==> src/logic/hjd_pkg.sv <==
/*
  Constants for the headset jack detection configuration block: register
  offsets, field positions, reset values, threshold figures and timing.
  Assumes a 20 MHz system clock.
*/
package hjd_pkg;
  localparam logic [7:0] ADDR_CFG_ONE = 8'h1a;
  localparam logic [7:0] ADDR_DEB_CFG = 8'h1b;
  localparam logic [7:0] ADDR_STATUS = 8'h1c;
  localparam logic [7:0] RESET_CFG_ONE = 8'h00;
  localparam logic [7:0] RESET_DEB_CFG = 8'h00;

  // first configuration register
  localparam int POS_HOOK_THRESHOLD = 6;
  localparam int POS_HOOKED_MIN_LO = 4;
  localparam int POS_COUPLING = 3;
  localparam int POS_DOUBLE_CURRENT = 2;
  localparam int POS_DETECT_ENABLE = 1;
  localparam logic [7:0] CFG_ONE_WRITE_MASK = 8'hfe;
  // debounce register
  localparam int POS_HP_DEBOUNCE = 6;
  localparam int POS_INSERT_LO = 3;
  localparam int POS_REMOVAL = 2;
  localparam int POS_HOOK_LO = 0;
  localparam logic [7:0] DEB_CFG_WRITE_MASK = 8'h7f;
  // status register
  localparam int POS_JACK_FLAG_LO = 6;

  localparam logic [1:0] JACK_NONE = 2'h0;
  localparam logic [1:0] JACK_NO_MIC = 2'h1;
  localparam logic [1:0] JACK_WITH_MIC = 2'h3;

  localparam int CNT_W = 10;
  localparam logic [CNT_W-1:0] CNT_NONE = 10'h000;
  localparam logic [CNT_W-1:0] CNT_HP = 10'h003;
  localparam logic [CNT_W-1:0] CNT_REMOVAL_SLOW = 10'h005;
  localparam logic [CNT_W-1:0] CNT_REMOVAL_FAST = 10'h003;
  localparam logic [CNT_W-1:0] CNT_HOOK_TWO = 10'h002;
  localparam logic [CNT_W-1:0] CNT_HOOK_THREE = 10'h003;
  localparam logic [CNT_W-1:0] INSERT_BASE_MS = 10'h010;
  localparam logic [2:0] INSERT_CODE_MAX = 3'h5;

  localparam int OHM_W = 12;
  localparam logic [OHM_W-1:0] OHM_MIC_LOW = 12'h320;
  localparam logic [OHM_W-1:0] OHM_HOOK_LOW_AC = 12'h140;
  localparam logic [OHM_W-1:0] OHM_HOOK_LOW_DC = 12'h096;
  localparam logic [OHM_W-1:0] OHM_HOOK_HIGH = 12'h2a8;
  localparam logic [OHM_W-1:0] OHM_MIC_HIGH_AC = 12'h546;
  localparam logic [OHM_W-1:0] OHM_MIC_HIGH_DC = 12'h6d6;
  localparam logic [OHM_W-1:0] OHM_HOOKED_150 = 12'h096;
  localparam logic [OHM_W-1:0] OHM_HOOKED_100 = 12'h064;
  localparam logic [OHM_W-1:0] OHM_HOOKED_50 = 12'h032;

  localparam int CLK_FREQ_HZ = 20_000_000;
  localparam int DET_BASE_PERIOD_US = 1000;
  localparam int DET_BASE_CYCLES = CLK_FREQ_HZ / 1_000_000 * DET_BASE_PERIOD_US;
  localparam logic [1:0] PERIOD_CODE_MAX = 2'h2;
endpackage

==> src/logic/hjd_deb_if.sv <==
/*
  Bundle between the top and one debounce filter.
  Assumes one clock domain; all members are sys_clk synchronous.
*/
`timescale 1ns/1ns
interface hjd_deb_if;
  logic tick;
  logic enable;
  logic raw;
  logic [9:0] riseCount;
  logic [9:0] fallCount;
  logic state;
  modport ctrl (output tick, output enable, output raw, output riseCount,
    output fallCount, input state);
  modport filt (input tick, input enable, input raw, input riseCount,
    input fallCount, output state);
endinterface

==> src/logic/hjd_debounce.sv <==
/*
  Consecutive-sample debounce filter with separate counts for each direction.
  Assumes raw is already synchronised and tick is a one-cycle pulse.
*/
`timescale 1ns/1ns
module hjd_debounce
  import hjd_pkg::*;
(
  input wire logic sys_clk,
  input wire logic reset,
  hjd_deb_if.filt deb
);
  logic [CNT_W-1:0] agreeCount;
  logic [CNT_W-1:0] target;
  logic [CNT_W-1:0] next_agreeCount;

  assign target = deb.state ? deb.fallCount : deb.riseCount;
  assign next_agreeCount = CNT_W'(agreeCount + 1'b1);

  always_ff @(posedge sys_clk) begin
    if (reset || !deb.enable) begin
      agreeCount <= '0;
      deb.state <= 1'b0;
    end else if (deb.tick) begin
      if (deb.raw == deb.state) begin
        agreeCount <= '0;
      end else if (next_agreeCount >= target) begin
        // a count of zero or one accepts the first differing sample
        agreeCount <= '0;
        deb.state <= deb.raw;
      end else begin
        agreeCount <= next_agreeCount;
      end
    end
  end
endmodule

==> src/logic/hjd_top.sv <==
/*
  Headset jack detection configuration and event debounce: two 8-bit
  configuration registers, a read-only status word, a detection sample clock,
  and debounce of insertion, removal, headphone and hook results.
  Assumes comparator results arrive asynchronously and that the control
  interface presents single-cycle read and write strobes on sys_clk.
*/
`timescale 1ns/1ns
module hjd_top
  import hjd_pkg::*;
#(
  parameter int DET_TICK_CYCLES = DET_BASE_CYCLES
)(
  input wire logic sys_clk,
  input wire logic reset,
  input wire logic [7:0] regAddr,
  input wire logic regWrite,
  input wire logic [7:0] regWdata,
  input wire logic regRead,
  output logic [7:0] regRdata,
  input wire logic [1:0] detectionClockPeriod,
  input wire logic externalResistorType,
  input wire logic jackSense,
  input wire logic micSense,
  input wire logic hookSense,
  output logic headsetDetectEnable,
  output logic couplingDc,
  output logic doubleSenseCurrent,
  output logic [11:0] hookMaxOhm,
  output logic [11:0] micMinOhm,
  output logic [11:0] hookedMinOhm,
  output logic hookedMinValid,
  output logic detectTick,
  output logic [1:0] jackTypeFlag,
  output logic hookPressed
);
  if (DET_TICK_CYCLES < 2) begin : g_check
    $error("DET_TICK_CYCLES must be at least 2");
  end

  //////////////////////////////////////////////////////////////////////////
  logic [7:0] cfgOne;
  logic [7:0] debCfg;
  logic [2:0] syncA;
  logic [2:0] syncB;
  logic [2:0] syncC;
  logic [2:0] senseStable;

  always_ff @(posedge sys_clk) begin
    if (reset) begin
      cfgOne <= RESET_CFG_ONE;
      debCfg <= RESET_DEB_CFG;
    end else if (regWrite) begin
      // reserved read-only bits are masked; writable reserved bits are stored
      if (regAddr == ADDR_CFG_ONE) begin
        cfgOne <= regWdata & CFG_ONE_WRITE_MASK;
      end
      if (regAddr == ADDR_DEB_CFG) begin
        debCfg <= regWdata & DEB_CFG_WRITE_MASK;
      end
    end
  end

  always_ff @(posedge sys_clk) begin
    if (reset) begin
      regRdata <= 8'h00;
    end else if (regRead) begin
      case (regAddr)
        ADDR_CFG_ONE: regRdata <= cfgOne;
        ADDR_DEB_CFG: regRdata <= debCfg;
        ADDR_STATUS: regRdata <= {jackTypeFlag, 6'h00};
        default: regRdata <= 8'h00;
      endcase
    end
  end

  //////////////////////////////////////////////////////////////////////////
  // three-stage synchroniser; a level counts once stages two and three agree
  always_ff @(posedge sys_clk) begin
    if (reset) begin
      syncA <= 3'h0;
      syncB <= 3'h0;
      syncC <= 3'h0;
      senseStable <= 3'h0;
    end else begin
      syncA <= {hookSense, micSense, jackSense};
      syncB <= syncA;
      syncC <= syncB;
      for (int i = 0; i < 3; i++) begin
        if (syncB[i] == syncC[i]) begin
          senseStable[i] <= syncC[i];
        end
      end
    end
  end

  //////////////////////////////////////////////////////////////////////////
  logic [$clog2(DET_TICK_CYCLES)-1:0] baseCount;
  logic [1:0] periodCount;
  logic [1:0] periodSel;
  logic [1:0] periodLast;
  logic next_detectEnable;

  assign headsetDetectEnable = cfgOne[POS_DETECT_ENABLE];
  // a write that clears enable also drops a tick due on that same edge
  assign next_detectEnable = (regWrite && regAddr == ADDR_CFG_ONE) ?
    regWdata[POS_DETECT_ENABLE] : headsetDetectEnable;
  // reserved period code runs as the longest period
  assign periodSel = (detectionClockPeriod > PERIOD_CODE_MAX) ? PERIOD_CODE_MAX
    : detectionClockPeriod;
  assign periodLast = 2'((3'h1 << periodSel) - 3'h1);

  always_ff @(posedge sys_clk) begin
    if (reset || !headsetDetectEnable) begin
      baseCount <= '0;
      periodCount <= 2'h0;
      detectTick <= 1'b0;
    end else begin
      detectTick <= 1'b0;
      if (baseCount == ($bits(baseCount))'(DET_TICK_CYCLES - 1)) begin
        baseCount <= '0;
        if (periodCount >= periodLast) begin
          periodCount <= 2'h0;
          detectTick <= next_detectEnable;
        end else begin
          periodCount <= 2'(periodCount + 2'h1);
        end
      end else begin
        baseCount <= ($bits(baseCount))'(baseCount + 1'b1);
      end
    end
  end

  //////////////////////////////////////////////////////////////////////////
  // insertion time expressed in detection samples at the current period
  function automatic logic [CNT_W-1:0] insert_samples(input logic [2:0] code,
      input logic [1:0] period);
    logic [CNT_W-1:0] ms;
    ms = '0;
    if (code > INSERT_CODE_MAX) begin
      ms = CNT_NONE; // seven, and reserved six, give no debounce
    end else begin
      ms = CNT_W'(INSERT_BASE_MS << code);
    end
    return CNT_W'(ms >> period);
  endfunction

  logic [2:0] insertCode;
  logic [1:0] hookCode;

  assign insertCode = debCfg[POS_INSERT_LO +: 3];
  assign hookCode = debCfg[POS_HOOK_LO +: 2];

  hjd_deb_if jackIf();
  hjd_deb_if micIf();
  hjd_deb_if hookIf();

  assign jackIf.tick = detectTick;
  assign jackIf.enable = headsetDetectEnable;
  assign jackIf.raw = senseStable[0];
  assign jackIf.riseCount = insert_samples(insertCode, periodSel);
  assign jackIf.fallCount = debCfg[POS_REMOVAL] ? CNT_REMOVAL_FAST
    : CNT_REMOVAL_SLOW;

  assign micIf.tick = detectTick;
  assign micIf.enable = headsetDetectEnable && jackIf.state;
  assign micIf.raw = senseStable[1];
  assign micIf.riseCount = debCfg[POS_HP_DEBOUNCE] ? CNT_HP : CNT_NONE;
  assign micIf.fallCount = micIf.riseCount;

  assign hookIf.tick = detectTick;
  assign hookIf.enable = headsetDetectEnable && jackIf.state;
  assign hookIf.raw = senseStable[2];
  assign hookIf.riseCount = (hookCode == 2'h3) ? CNT_HOOK_THREE
    : (hookCode == 2'h2) ? CNT_HOOK_TWO : CNT_NONE;
  assign hookIf.fallCount = hookIf.riseCount;

  hjd_debounce jackDeb (.sys_clk(sys_clk), .reset(reset), .deb(jackIf.filt));
  hjd_debounce micDeb (.sys_clk(sys_clk), .reset(reset), .deb(micIf.filt));
  hjd_debounce hookDeb (.sys_clk(sys_clk), .reset(reset), .deb(hookIf.filt));

  //////////////////////////////////////////////////////////////////////////
  always_ff @(posedge sys_clk) begin
    if (reset) begin
      jackTypeFlag <= JACK_NONE;
      hookPressed <= 1'b0;
      couplingDc <= 1'b0;
      doubleSenseCurrent <= 1'b0;
      hookMaxOhm <= OHM_HOOK_LOW_AC;
      micMinOhm <= OHM_MIC_LOW;
      hookedMinOhm <= OHM_HOOKED_150;
      hookedMinValid <= 1'b0;
    end else begin
      jackTypeFlag <= !jackIf.state ? JACK_NONE
        : (micIf.state ? JACK_WITH_MIC : JACK_NO_MIC);
      hookPressed <= hookIf.state;
      couplingDc <= cfgOne[POS_COUPLING];
      doubleSenseCurrent <= cfgOne[POS_DOUBLE_CURRENT];
      if (cfgOne[POS_HOOK_THRESHOLD]) begin
        hookMaxOhm <= OHM_HOOK_HIGH;
        micMinOhm <= cfgOne[POS_COUPLING] ? OHM_MIC_HIGH_DC : OHM_MIC_HIGH_AC;
      end else begin
        hookMaxOhm <= cfgOne[POS_COUPLING] ? OHM_HOOK_LOW_DC : OHM_HOOK_LOW_AC;
        micMinOhm <= OHM_MIC_LOW;
      end
      case (cfgOne[POS_HOOKED_MIN_LO +: 2])
        2'h1: hookedMinOhm <= OHM_HOOKED_100;
        2'h2: hookedMinOhm <= OHM_HOOKED_50;
        default: hookedMinOhm <= OHM_HOOKED_150;
      endcase
      hookedMinValid <= !externalResistorType;
    end
  end
endmodule

==> config.mk <==
export PLATFORM = sky130hd
export DESIGN_NAME = hjd_top
export DESIGN_NICKNAME = d
export VERILOG_FILES = /design/src/logic/hjd_pkg.sv /design/src/logic/hjd_deb_if.sv /design/src/logic/hjd_debounce.sv /design/src/logic/hjd_top.sv
export SDC_FILE = /design/constraint.sdc
export NUM_CORES = 1
export LEC_CHECK = 0
export ABC_AREA = 1
export BUFFER_PORTS_ARGS = -buffer_cell sky130_fd_sc_hd__buf_4
export CELL_PAD_IN_SITES_DETAIL_PLACEMENT = 1
export CELL_PAD_IN_SITES_GLOBAL_PLACEMENT = 1
export CORE_ASPECT_RATIO = 0.9
export CORE_MARGIN = 5
export CORE_UTILIZATION = 44
export DETAILED_ROUTE_END_ITERATION = 10
export GPL_TIMING_DRIVEN = 0
export PLACE_DENSITY = 0.91
export SYNTH_ARGS = -nofsm -noshare
export SYNTH_HDL_FRONTEND = slang
export SYNTH_SLANG_ARGS = --single-unit
==> constraint.sdc <==
create_clock -name sys_clk -period 3.39 [get_ports sys_clk]
set_input_delay 0.1695 -clock sys_clk [delete_from_list [all_inputs] [get_ports sys_clk]]
set_output_delay 0.1695 -clock sys_clk [all_outputs]
set_load 0.01 [all_outputs]
---- Word-level counts from Yosys, hierarchy flattened ----
Index checks and enable logic that the tools add are counted.
storage, ports and cells
  logic and storage cells ................. 101
  output and inout bits ................... 52
  memories kept ........................... 0
  memory bits (read-only) ................. 0
  flip-flop bits (word level) ............. 127
  input port bits ......................... 26
  bits in latches ......................... 0
  bits in writable memories ............... 0
cells by class
  divide/modulo/power cells ............... 0
  multiplexer cells ....................... 21
  multipliers ............................. 0
  $add $sub $neg .......................... 6
  bitwise gates (word level) .............. 7
  eq/ne operators ......................... 14
  $lt $le $gt $ge ......................... 6
  reductions and logical operators ........ 17
  shift-type cells ........................ 3
operator list
  operator                                               count
  2-to-1 mux 10 bit                                      10
  adder 10 x 1 -> 10 bit (second input constant)         3
  == test 8 x 5 -> 1 bit (second input constant)         3
  one-hot mux 8 bit (3 select lines)                     1
  >= comparator 10 x 2 -> 1 bit                          2
  one-hot mux 8 bit (2 select lines)                     1
  adder 15 x 1 -> 15 bit (second input constant)         1
  == test 15 bit (second input constant)                 1
  2-to-1 mux 2 bit                                       6
  >= comparator 10 bit                                   1
  << shifter 5 x 3 -> 10 bit (first input constant)      1
  right shift 10 x 2 -> 10 bit                           1
  2-to-1 mux 9 bit                                       1
  AND reduction 3 bit                                    3
  OR reduction 2 bit                                     4
  NOT 1 bit                                              7
  == test 1 bit                                          6
  == test 2 bit (second input constant)                  3
  AND reduction 2 bit                                    2
  greater-than comparator 3 bit (second input constant)  1
  logical NOT 1 bit                                      3
  2-to-1 mux 3 bit                                       1
  OR reduction 3 bit                                     1
  adder 2 x 1 -> 2 bit (second input constant)           1
  other kinds (8)                                        10

---- Logic depth before layout (Yosys ltp) ----
  word-level depth ........................ 7
  mapped depth ............................ 15
  depth with buffers taken out ............ 15

---- Hierarchy ----
From an unflattened synthesis, not the netlist that was laid out.
unflattened totals
  cells, all modules ...................... 840
  area total of the unflattened synthesis .. 6122.1 µm²
by module, submodules not included
  module        cells each  sequential area each (µm²)  area an instance (µm²)  instances
  hjd_top       405         1441.4                      3074.2                  1
  hjd_debounce  145         220.2                       1016.0                  3

---- Worst setup path before layout ----
No wires, ideal clock.
  path kind ............................... register to register
  start point ............................. reg jackDeb.agreeCount[0]
  end point ............................... reg jackDeb.agreeCount[8]
  cell stages (with the launch flop) ...... 14
  slack ................................... 1.236 ns
  data arrival time ....................... 2.020 ns
  buffers on the path ..................... 0
  path through ............................ dfxtp_1 -> ha_1 -> nand3_1 -> nor2_1 -> nand4_1 -> xnor2_1 -> ha_1 -> nand2_1 -> nor2_1 -> nand3_1 -> nand3_1 -> clkinv_1 -> nand3_1 -> a21oi_1
between the ends
  longest elaborated chain between the ends .. 4
RTL lines
  item                      RTL line            RTL
  from (decl)               hjd_debounce.sv:13  logic [CNT_W-1:0] agreeCount;
  from (signal assigned)    hjd_debounce.sv:32  agreeCount <= next_agreeCount;
  adder 10 x 1 -> 10 bit *  hjd_debounce.sv:18  assign next_agreeCount = CNT_W'(agreeCount + 1'b1);
  >= comparator 10 bit      hjd_debounce.sv:27  end else if (next_agreeCount >= target) begin
  2-to-1 mux 10 bit *       hjd_debounce.sv:27
  2-to-1 mux 10 bit *       hjd_debounce.sv:25  if (deb.raw == deb.state) begin
Mark *: on every way between the ends. The rest lies on a longest branch, timed or not.
A chain may end at the register's enable or synchronous reset.

---- Worst setup path in the final report ----
  start point ............................. reg debCfg[5]
  end point ............................... reg jackDeb.agreeCount[8]
between the ends
  longest elaborated chain between the ends .. 7
  elaborated cells on any way between the ends .. 8
  classes of those cells .................. order compare (2); shift (2); mux (4)
RTL lines
  item                                                                         RTL line                        RTL
  from (decl)                                                                  hjd_top.sv:43                   logic [7:0] debCfg;
  from (signal assigned)                                                       hjd_top.sv:59                   debCfg <= regWdata & DEB_CFG_WRITE_MASK;
  greater-than comparator 3 bit or << shifter 5 x 3 -> 10 bit (tied branches)  hjd_top.sv:140, hjd_top.sv:143
  2-to-1 mux 10 bit *                                                          hjd_top.sv:140                  if (code > INSERT_CODE_MAX) begin
  right shift 10 x 2 -> 10 bit *                                               hjd_top.sv:145                  return CNT_W'(ms >> period);
  2-to-1 mux 10 bit *                                                          hjd_debounce.sv:17              assign target = deb.state ? deb.fallCount : deb.riseCount;
  >= comparator 10 bit *                                                       hjd_debounce.sv:27
  2-to-1 mux 10 bit *                                                          hjd_debounce.sv:27
  2-to-1 mux 10 bit *                                                          hjd_debounce.sv:25
Marks and branches as above.

==> metrics.txt <==
# TYPE chip_impl_metric gauge
chip_impl_info{name="run_status",value="complete, no violations"} 1
chip_impl_metric{name="io_pins",unit=""} 78
chip_impl_metric{name="hold_viol_final",unit=""} 0
chip_impl_metric{name="clock.fmax",unit="MHz"} 336
chip_impl_metric{name="synthAdderAreaFrac",unit="%"} 5.82
chip_impl_metric{name="final-setup-viol-count",unit=""} 0
chip_impl_metric{name="worstSkewPairLatency",unit="ns"} 0.35
chip_impl_metric{name="finalWeightedCongestion",unit=""} 0.839
chip_impl_info{name="critical-path-slowest-cell",value="sky130_fd_sc_hd__dfxtp_1"} 1
chip_impl_metric{name="ctsLongestPathBuffers",unit=""} 2
chip_impl_metric{name="cts_num_sinks",unit=""} 105
chip_impl_info{name="ys.flop_type",value="sky130_fd_sc_hd__dfxtp_1"} 1
chip_impl_metric{name="crit_arrival",unit="ns"} 3.20
chip_impl_metric{name="detail_route.iter0.violations",unit=""} 305
chip_impl_metric{name="dp_cells",unit=""} 895
chip_impl_metric{name="grt_util_met3",unit="%"} 4.14
chip_impl_metric{name="grt_max_degree",unit=""} 19
chip_impl_metric{name="wl_per_cell",unit="um"} 15.9
chip_impl_metric{name="fp.dieH",unit="um"} 111
chip_impl_metric{name="starting_density_of_the_core",unit="%"} 45.4
chip_impl_info{name="cp_cell_sequence",value="inv_1, nor3_1, o21ai_0, o22ai_1, inv_1, ha_1, nand2_1, o21ai_0, nand2_1, nand3_1, clkinv_1, nand3_1, a21oi_1"} 1
chip_impl_metric{name="cell_area_power_density",unit="nW/um^2"} 406
chip_impl_metric{name="preCtsSetupSlack",unit="ns"} 0.649
chip_impl_metric{name="synthXorXnorAreaFrac",unit="%"} 2.30
chip_impl_metric{name="synthesis.yosys.warnings",unit=""} 0
chip_impl_metric{name="postSynthRegisterBits",unit=""} 105
chip_impl_metric{name="synthMuxAreaShare",unit="%"} 0
chip_impl_metric{name="via_count",unit=""} 4628
chip_impl_info{name="rsz0062_at_grt",value="no"} 1
chip_impl_metric{name="multiInputGateArea",unit="sq um"} 2290
chip_impl_info{name="hold_class",value="in -> reg"} 1
chip_impl_metric{name="period_minus_slack",unit="ns"} 2.98
chip_impl_metric{name="finalMaxSlewViolations",unit=""} 0
chip_impl_metric{name="port-buffer-count",unit=""} 64
chip_impl_metric{name="power.switching_fraction",unit="%"} 22.5
chip_impl_metric{name="grt_pass1_vias",unit=""} 5038
chip_impl_metric{name="antenna_found_initial",unit=""} 0
chip_impl_metric{name="finalClockSkew",unit="ns"} 0.00632
chip_impl_metric{name="worst-slew-pin-transition",unit="ns"} 0.599
chip_impl_metric{name="routed_wire_length",unit="um"} 14500
chip_impl_metric{name="drive_above_1_share",unit="%"} 18.4
chip_impl_metric{name="synthesis.area",unit="sq um"} 4950
chip_impl_info{name="crit_path_start_kind",value="register"} 1
chip_impl_metric{name="grtUsageTotal",unit="%"} 21.8
chip_impl_metric{name="area.growth.synth_to_final",unit="%"} 20.9
chip_impl_metric{name="design.die.area",unit="sq um"} 13500
chip_impl_metric{name="worstPathMaxFanout",unit=""} 10
chip_impl_metric{name="synthesis.area_per_instance",unit="sq um"} 7.41
chip_impl_metric{name="power_leakage",unit="nW"} 2.40
chip_impl_metric{name="htree_num_levels",unit=""} 3
chip_impl_metric{name="rows",unit=""} 36
chip_impl_metric{name="grt_use_met1",unit="%"} 24.7
chip_impl_metric{name="stdcell_area",unit="sq um"} 5980
chip_impl_info{name="worst_setup_path_end_kind",value="register"} 1
chip_impl_metric{name="fin_crit_sh",unit="%"} 87.9
chip_impl_metric{name="fin_tns_setup",unit="ns"} 0
chip_impl_metric{name="max-cap-violations",unit=""} 0
chip_impl_metric{name="register_area",unit="sq um"} 2100
chip_impl_metric{name="worst_setup_hold_path_clk_slew",unit="ns"} 0.07
chip_impl_metric{name="layout_setup_ws",unit="ns"} 0.411
chip_impl_metric{name="placedInstanceArea",unit="sq um"} 5660
chip_impl_metric{name="place.detailed.hpwl",unit="um"} 10800
chip_impl_info{name="synth_top_area_cell",value="sky130_fd_sc_hd__dfxtp_1"} 1
chip_impl_metric{name="seq_area_frac_synth",unit="%"} 42.5
chip_impl_metric{name="postCtsSetupRepairBufs",unit=""} 0
chip_impl_metric{name="die_w",unit="um"} 122
chip_impl_info{name="synth_top_family_by_area",value="simple AND/OR/NAND/NOR gates"} 1
chip_impl_metric{name="hold_path_cells",unit=""} 3
chip_impl_metric{name="grt_pass1_wl",unit="um"} 24000
chip_impl_metric{name="detail-route-antenna-nets",unit=""} 0
chip_impl_metric{name="max_slew_margin",unit="%"} 60.1
chip_impl_info{name="critical_path_class",value="reg -> reg"} 1
chip_impl_metric{name="finish.net_count",unit=""} 804
chip_impl_metric{name="pwr-share-comb",unit="%"} 4.4
chip_impl_metric{name="critical_path.max_stage_delay",unit="ns"} 0.37
chip_impl_metric{name="filler_cell_count",unit=""} 1426
chip_impl_info{name="grt_busiest_layer",value="met2"} 1
chip_impl_metric{name="r2r_cells",unit=""} 13
chip_impl_info{name="min-delay-start",value="micSense"} 1
chip_impl_metric{name="stdcell_count",unit=""} 912
chip_impl_metric{name="route.detailed.drc",unit=""} 0
chip_impl_metric{name="synthArstFlopShare",unit="%"} 0
chip_impl_info{name="layout.cells.most_common_list",value="116 x sky130_fd_sc_hd__nand2_1, 105 x sky130_fd_sc_hd__dfxtp_1, 90 x sky130_fd_sc_hd__inv_1, 87 x sky130_fd_sc_hd__buf_4, 79 x sky130_fd_sc_hd__nor2_1"} 1
chip_impl_metric{name="p_total",unit="W"} 0.00243
chip_impl_metric{name="yosysTopAreaCellShare",unit="%"} 42.5
chip_impl_metric{name="synthSimpleGateAreaFrac",unit="%"} 26.4
chip_impl_metric{name="critical_path_required",unit="ns"} 3.61
chip_impl_metric{name="tritoncts.num_buffers",unit=""} 9
chip_impl_metric{name="power.net_switching",unit="W"} 0.000546
chip_impl_info{name="startpoint",value="debCfg[5]"} 1
chip_impl_metric{name="max-vdd-ir-drop",unit="uV"} 253
chip_impl_info{name="cts-root-buf",value="sky130_fd_sc_hd__clkbuf_16"} 1
chip_impl_metric{name="grt_overflow",unit=""} 0
chip_impl_metric{name="synth-compound-area-share",unit="%"} 10.8
chip_impl_info{name="final_common_cell",value="sky130_fd_sc_hd__nand2_1"} 1
chip_impl_metric{name="reg_power_share",unit="%"} 51.0
chip_impl_metric{name="synth_enable_flop_cells",unit=""} 0
chip_impl_metric{name="avgViaCountPerCell",unit=""} 5.07
chip_impl_metric{name="insertedDiodeCount",unit=""} 0
chip_impl_info{name="clock_tree_from_tritoncts",value="yes"} 1
chip_impl_metric{name="clkPwrFrac",unit="%"} 44.6
chip_impl_metric{name="design.core.area",unit="sq um"} 10900
chip_impl_info{name="worst_r2r_startpoint",value="debCfg[5]"} 1
chip_impl_metric{name="gr-usage-met2",unit="%"} 40.1
chip_impl_info{name="synth_top_cells_by_area",value="sky130_fd_sc_hd__dfxtp_1 42%, sky130_fd_sc_hd__nand2_1 8.8%, sky130_fd_sc_hd__inv_1 6.8%"} 1
chip_impl_metric{name="intPower",unit="W"} 0.00188
chip_impl_metric{name="netlist_instances",unit=""} 668
chip_impl_metric{name="detail_route.first_pass.iterations",unit=""} 6
chip_impl_metric{name="synth_cell_types",unit=""} 35
[through the flow]
step	hold slack [ns]	util, %
CTS	0.0304	54.9
floorplan	0.242	-
global route	0.0300	54.9
detailed placement	0.328	51.9
finish	0.0273	54.9
global placement	0.326	51.9
[worst paths after layout]
kind                            slack, ns                    end
worst max-delay path                 0.41  jackDeb.agreeCount[8]
worst min-delay path                 0.03               syncA[1]
worst max register to register       0.41  jackDeb.agreeCount[8]
worst min register to register       0.41               syncB[2]
[what timing repair did]
action | CTS | global route
hold endpoints to repair | 1 | 0
hold buffers | 1 | 0
resized for setup | 0 | 0
[Yosys cell counts (all sizes together), types with 2 or more instances]
cell / instances
inv: 101
dfxtp: 105
clkbuf: 7
a21oi: 57
buf: 26
ha: 23
xnor2: 6
o31ai: 2
nor2: 87
clkinv: 2
xor2: 7
nand3: 43
o21ai: 38
nor3: 17
o22ai: 2
nor4: 3
nand2: 122
nand4: 14
[registers in the layout (all words and copies together) (netlist names), 4 cells and up]
name,count
baseCount,15
cfgOne,7
debCfg,7
hookDeb.agreeCount,10
hookMaxOhm,4
hookedMinOhm,5
jackDeb.agreeCount,10
micDeb.agreeCount,10
micMinOhm,5
regRdata,8
[per-layer routing]
metal	part of all wire, %	routed length [um]
met1	41	5860
met2	53	7690
met3	4.6	660
met4	1.8	257
met5	0	0
[power by group through the flow]
stage / registers [W] / logic (W) / clock network, W
floorplan: 0.00127 / 0.0000575 / 0
global placement: 0.00127 / 0.0000969 / 0
detailed placement: 0.00127 / 0.000102 / 0
CTS: 0.00124 / 0.000105 / 0.00110
global route: 0.00124 / 0.000117 / 0.00116
finish: 0.00124 / 0.000107 / 0.00108
[critical path: cells and delay by family (launching register included)]
kind | cells | cell delay (ns)
AO/OA/AOI/OAI | 4 | 0.73
AND/OR/NAND/NOR | 5 | 0.90
flip-flops | 1 | 0.37
adder cells (fa/ha/maj) | 1 | 0.32
buffers and inverters | 3 | 0.51
[cell type report]
| class | instances | share of cell area (%) |
|---|---|---|
| Clock inverter | 6 | 1.23 |
| Buffer | 33 | 3.58 |
| Timing Repair Buffer | 65 | 8.20 |
| Clock buffer | 10 | 3.99 |
| Tap cell | 152 | 3.18 |
| Multi-Input combinational cell | 438 | 38.2 |
| Sequential cell | 105 | 35.1 |
| Inverter | 103 | 6.46 |
[cell families after synthesis]
| kind of cell | count (synthesis) |
|---|---|
| AND/OR/NAND/NOR | 288 |
| other | 1 |
| flip-flops | 105 |
| buffers and inverters | 136 |
| AO/OA/AOI/OAI | 102 |
| XOR/XNOR | 13 |
| adder cells (fa/ha/maj) | 23 |
Note: power is estimated with default switching activity, not from simulation.
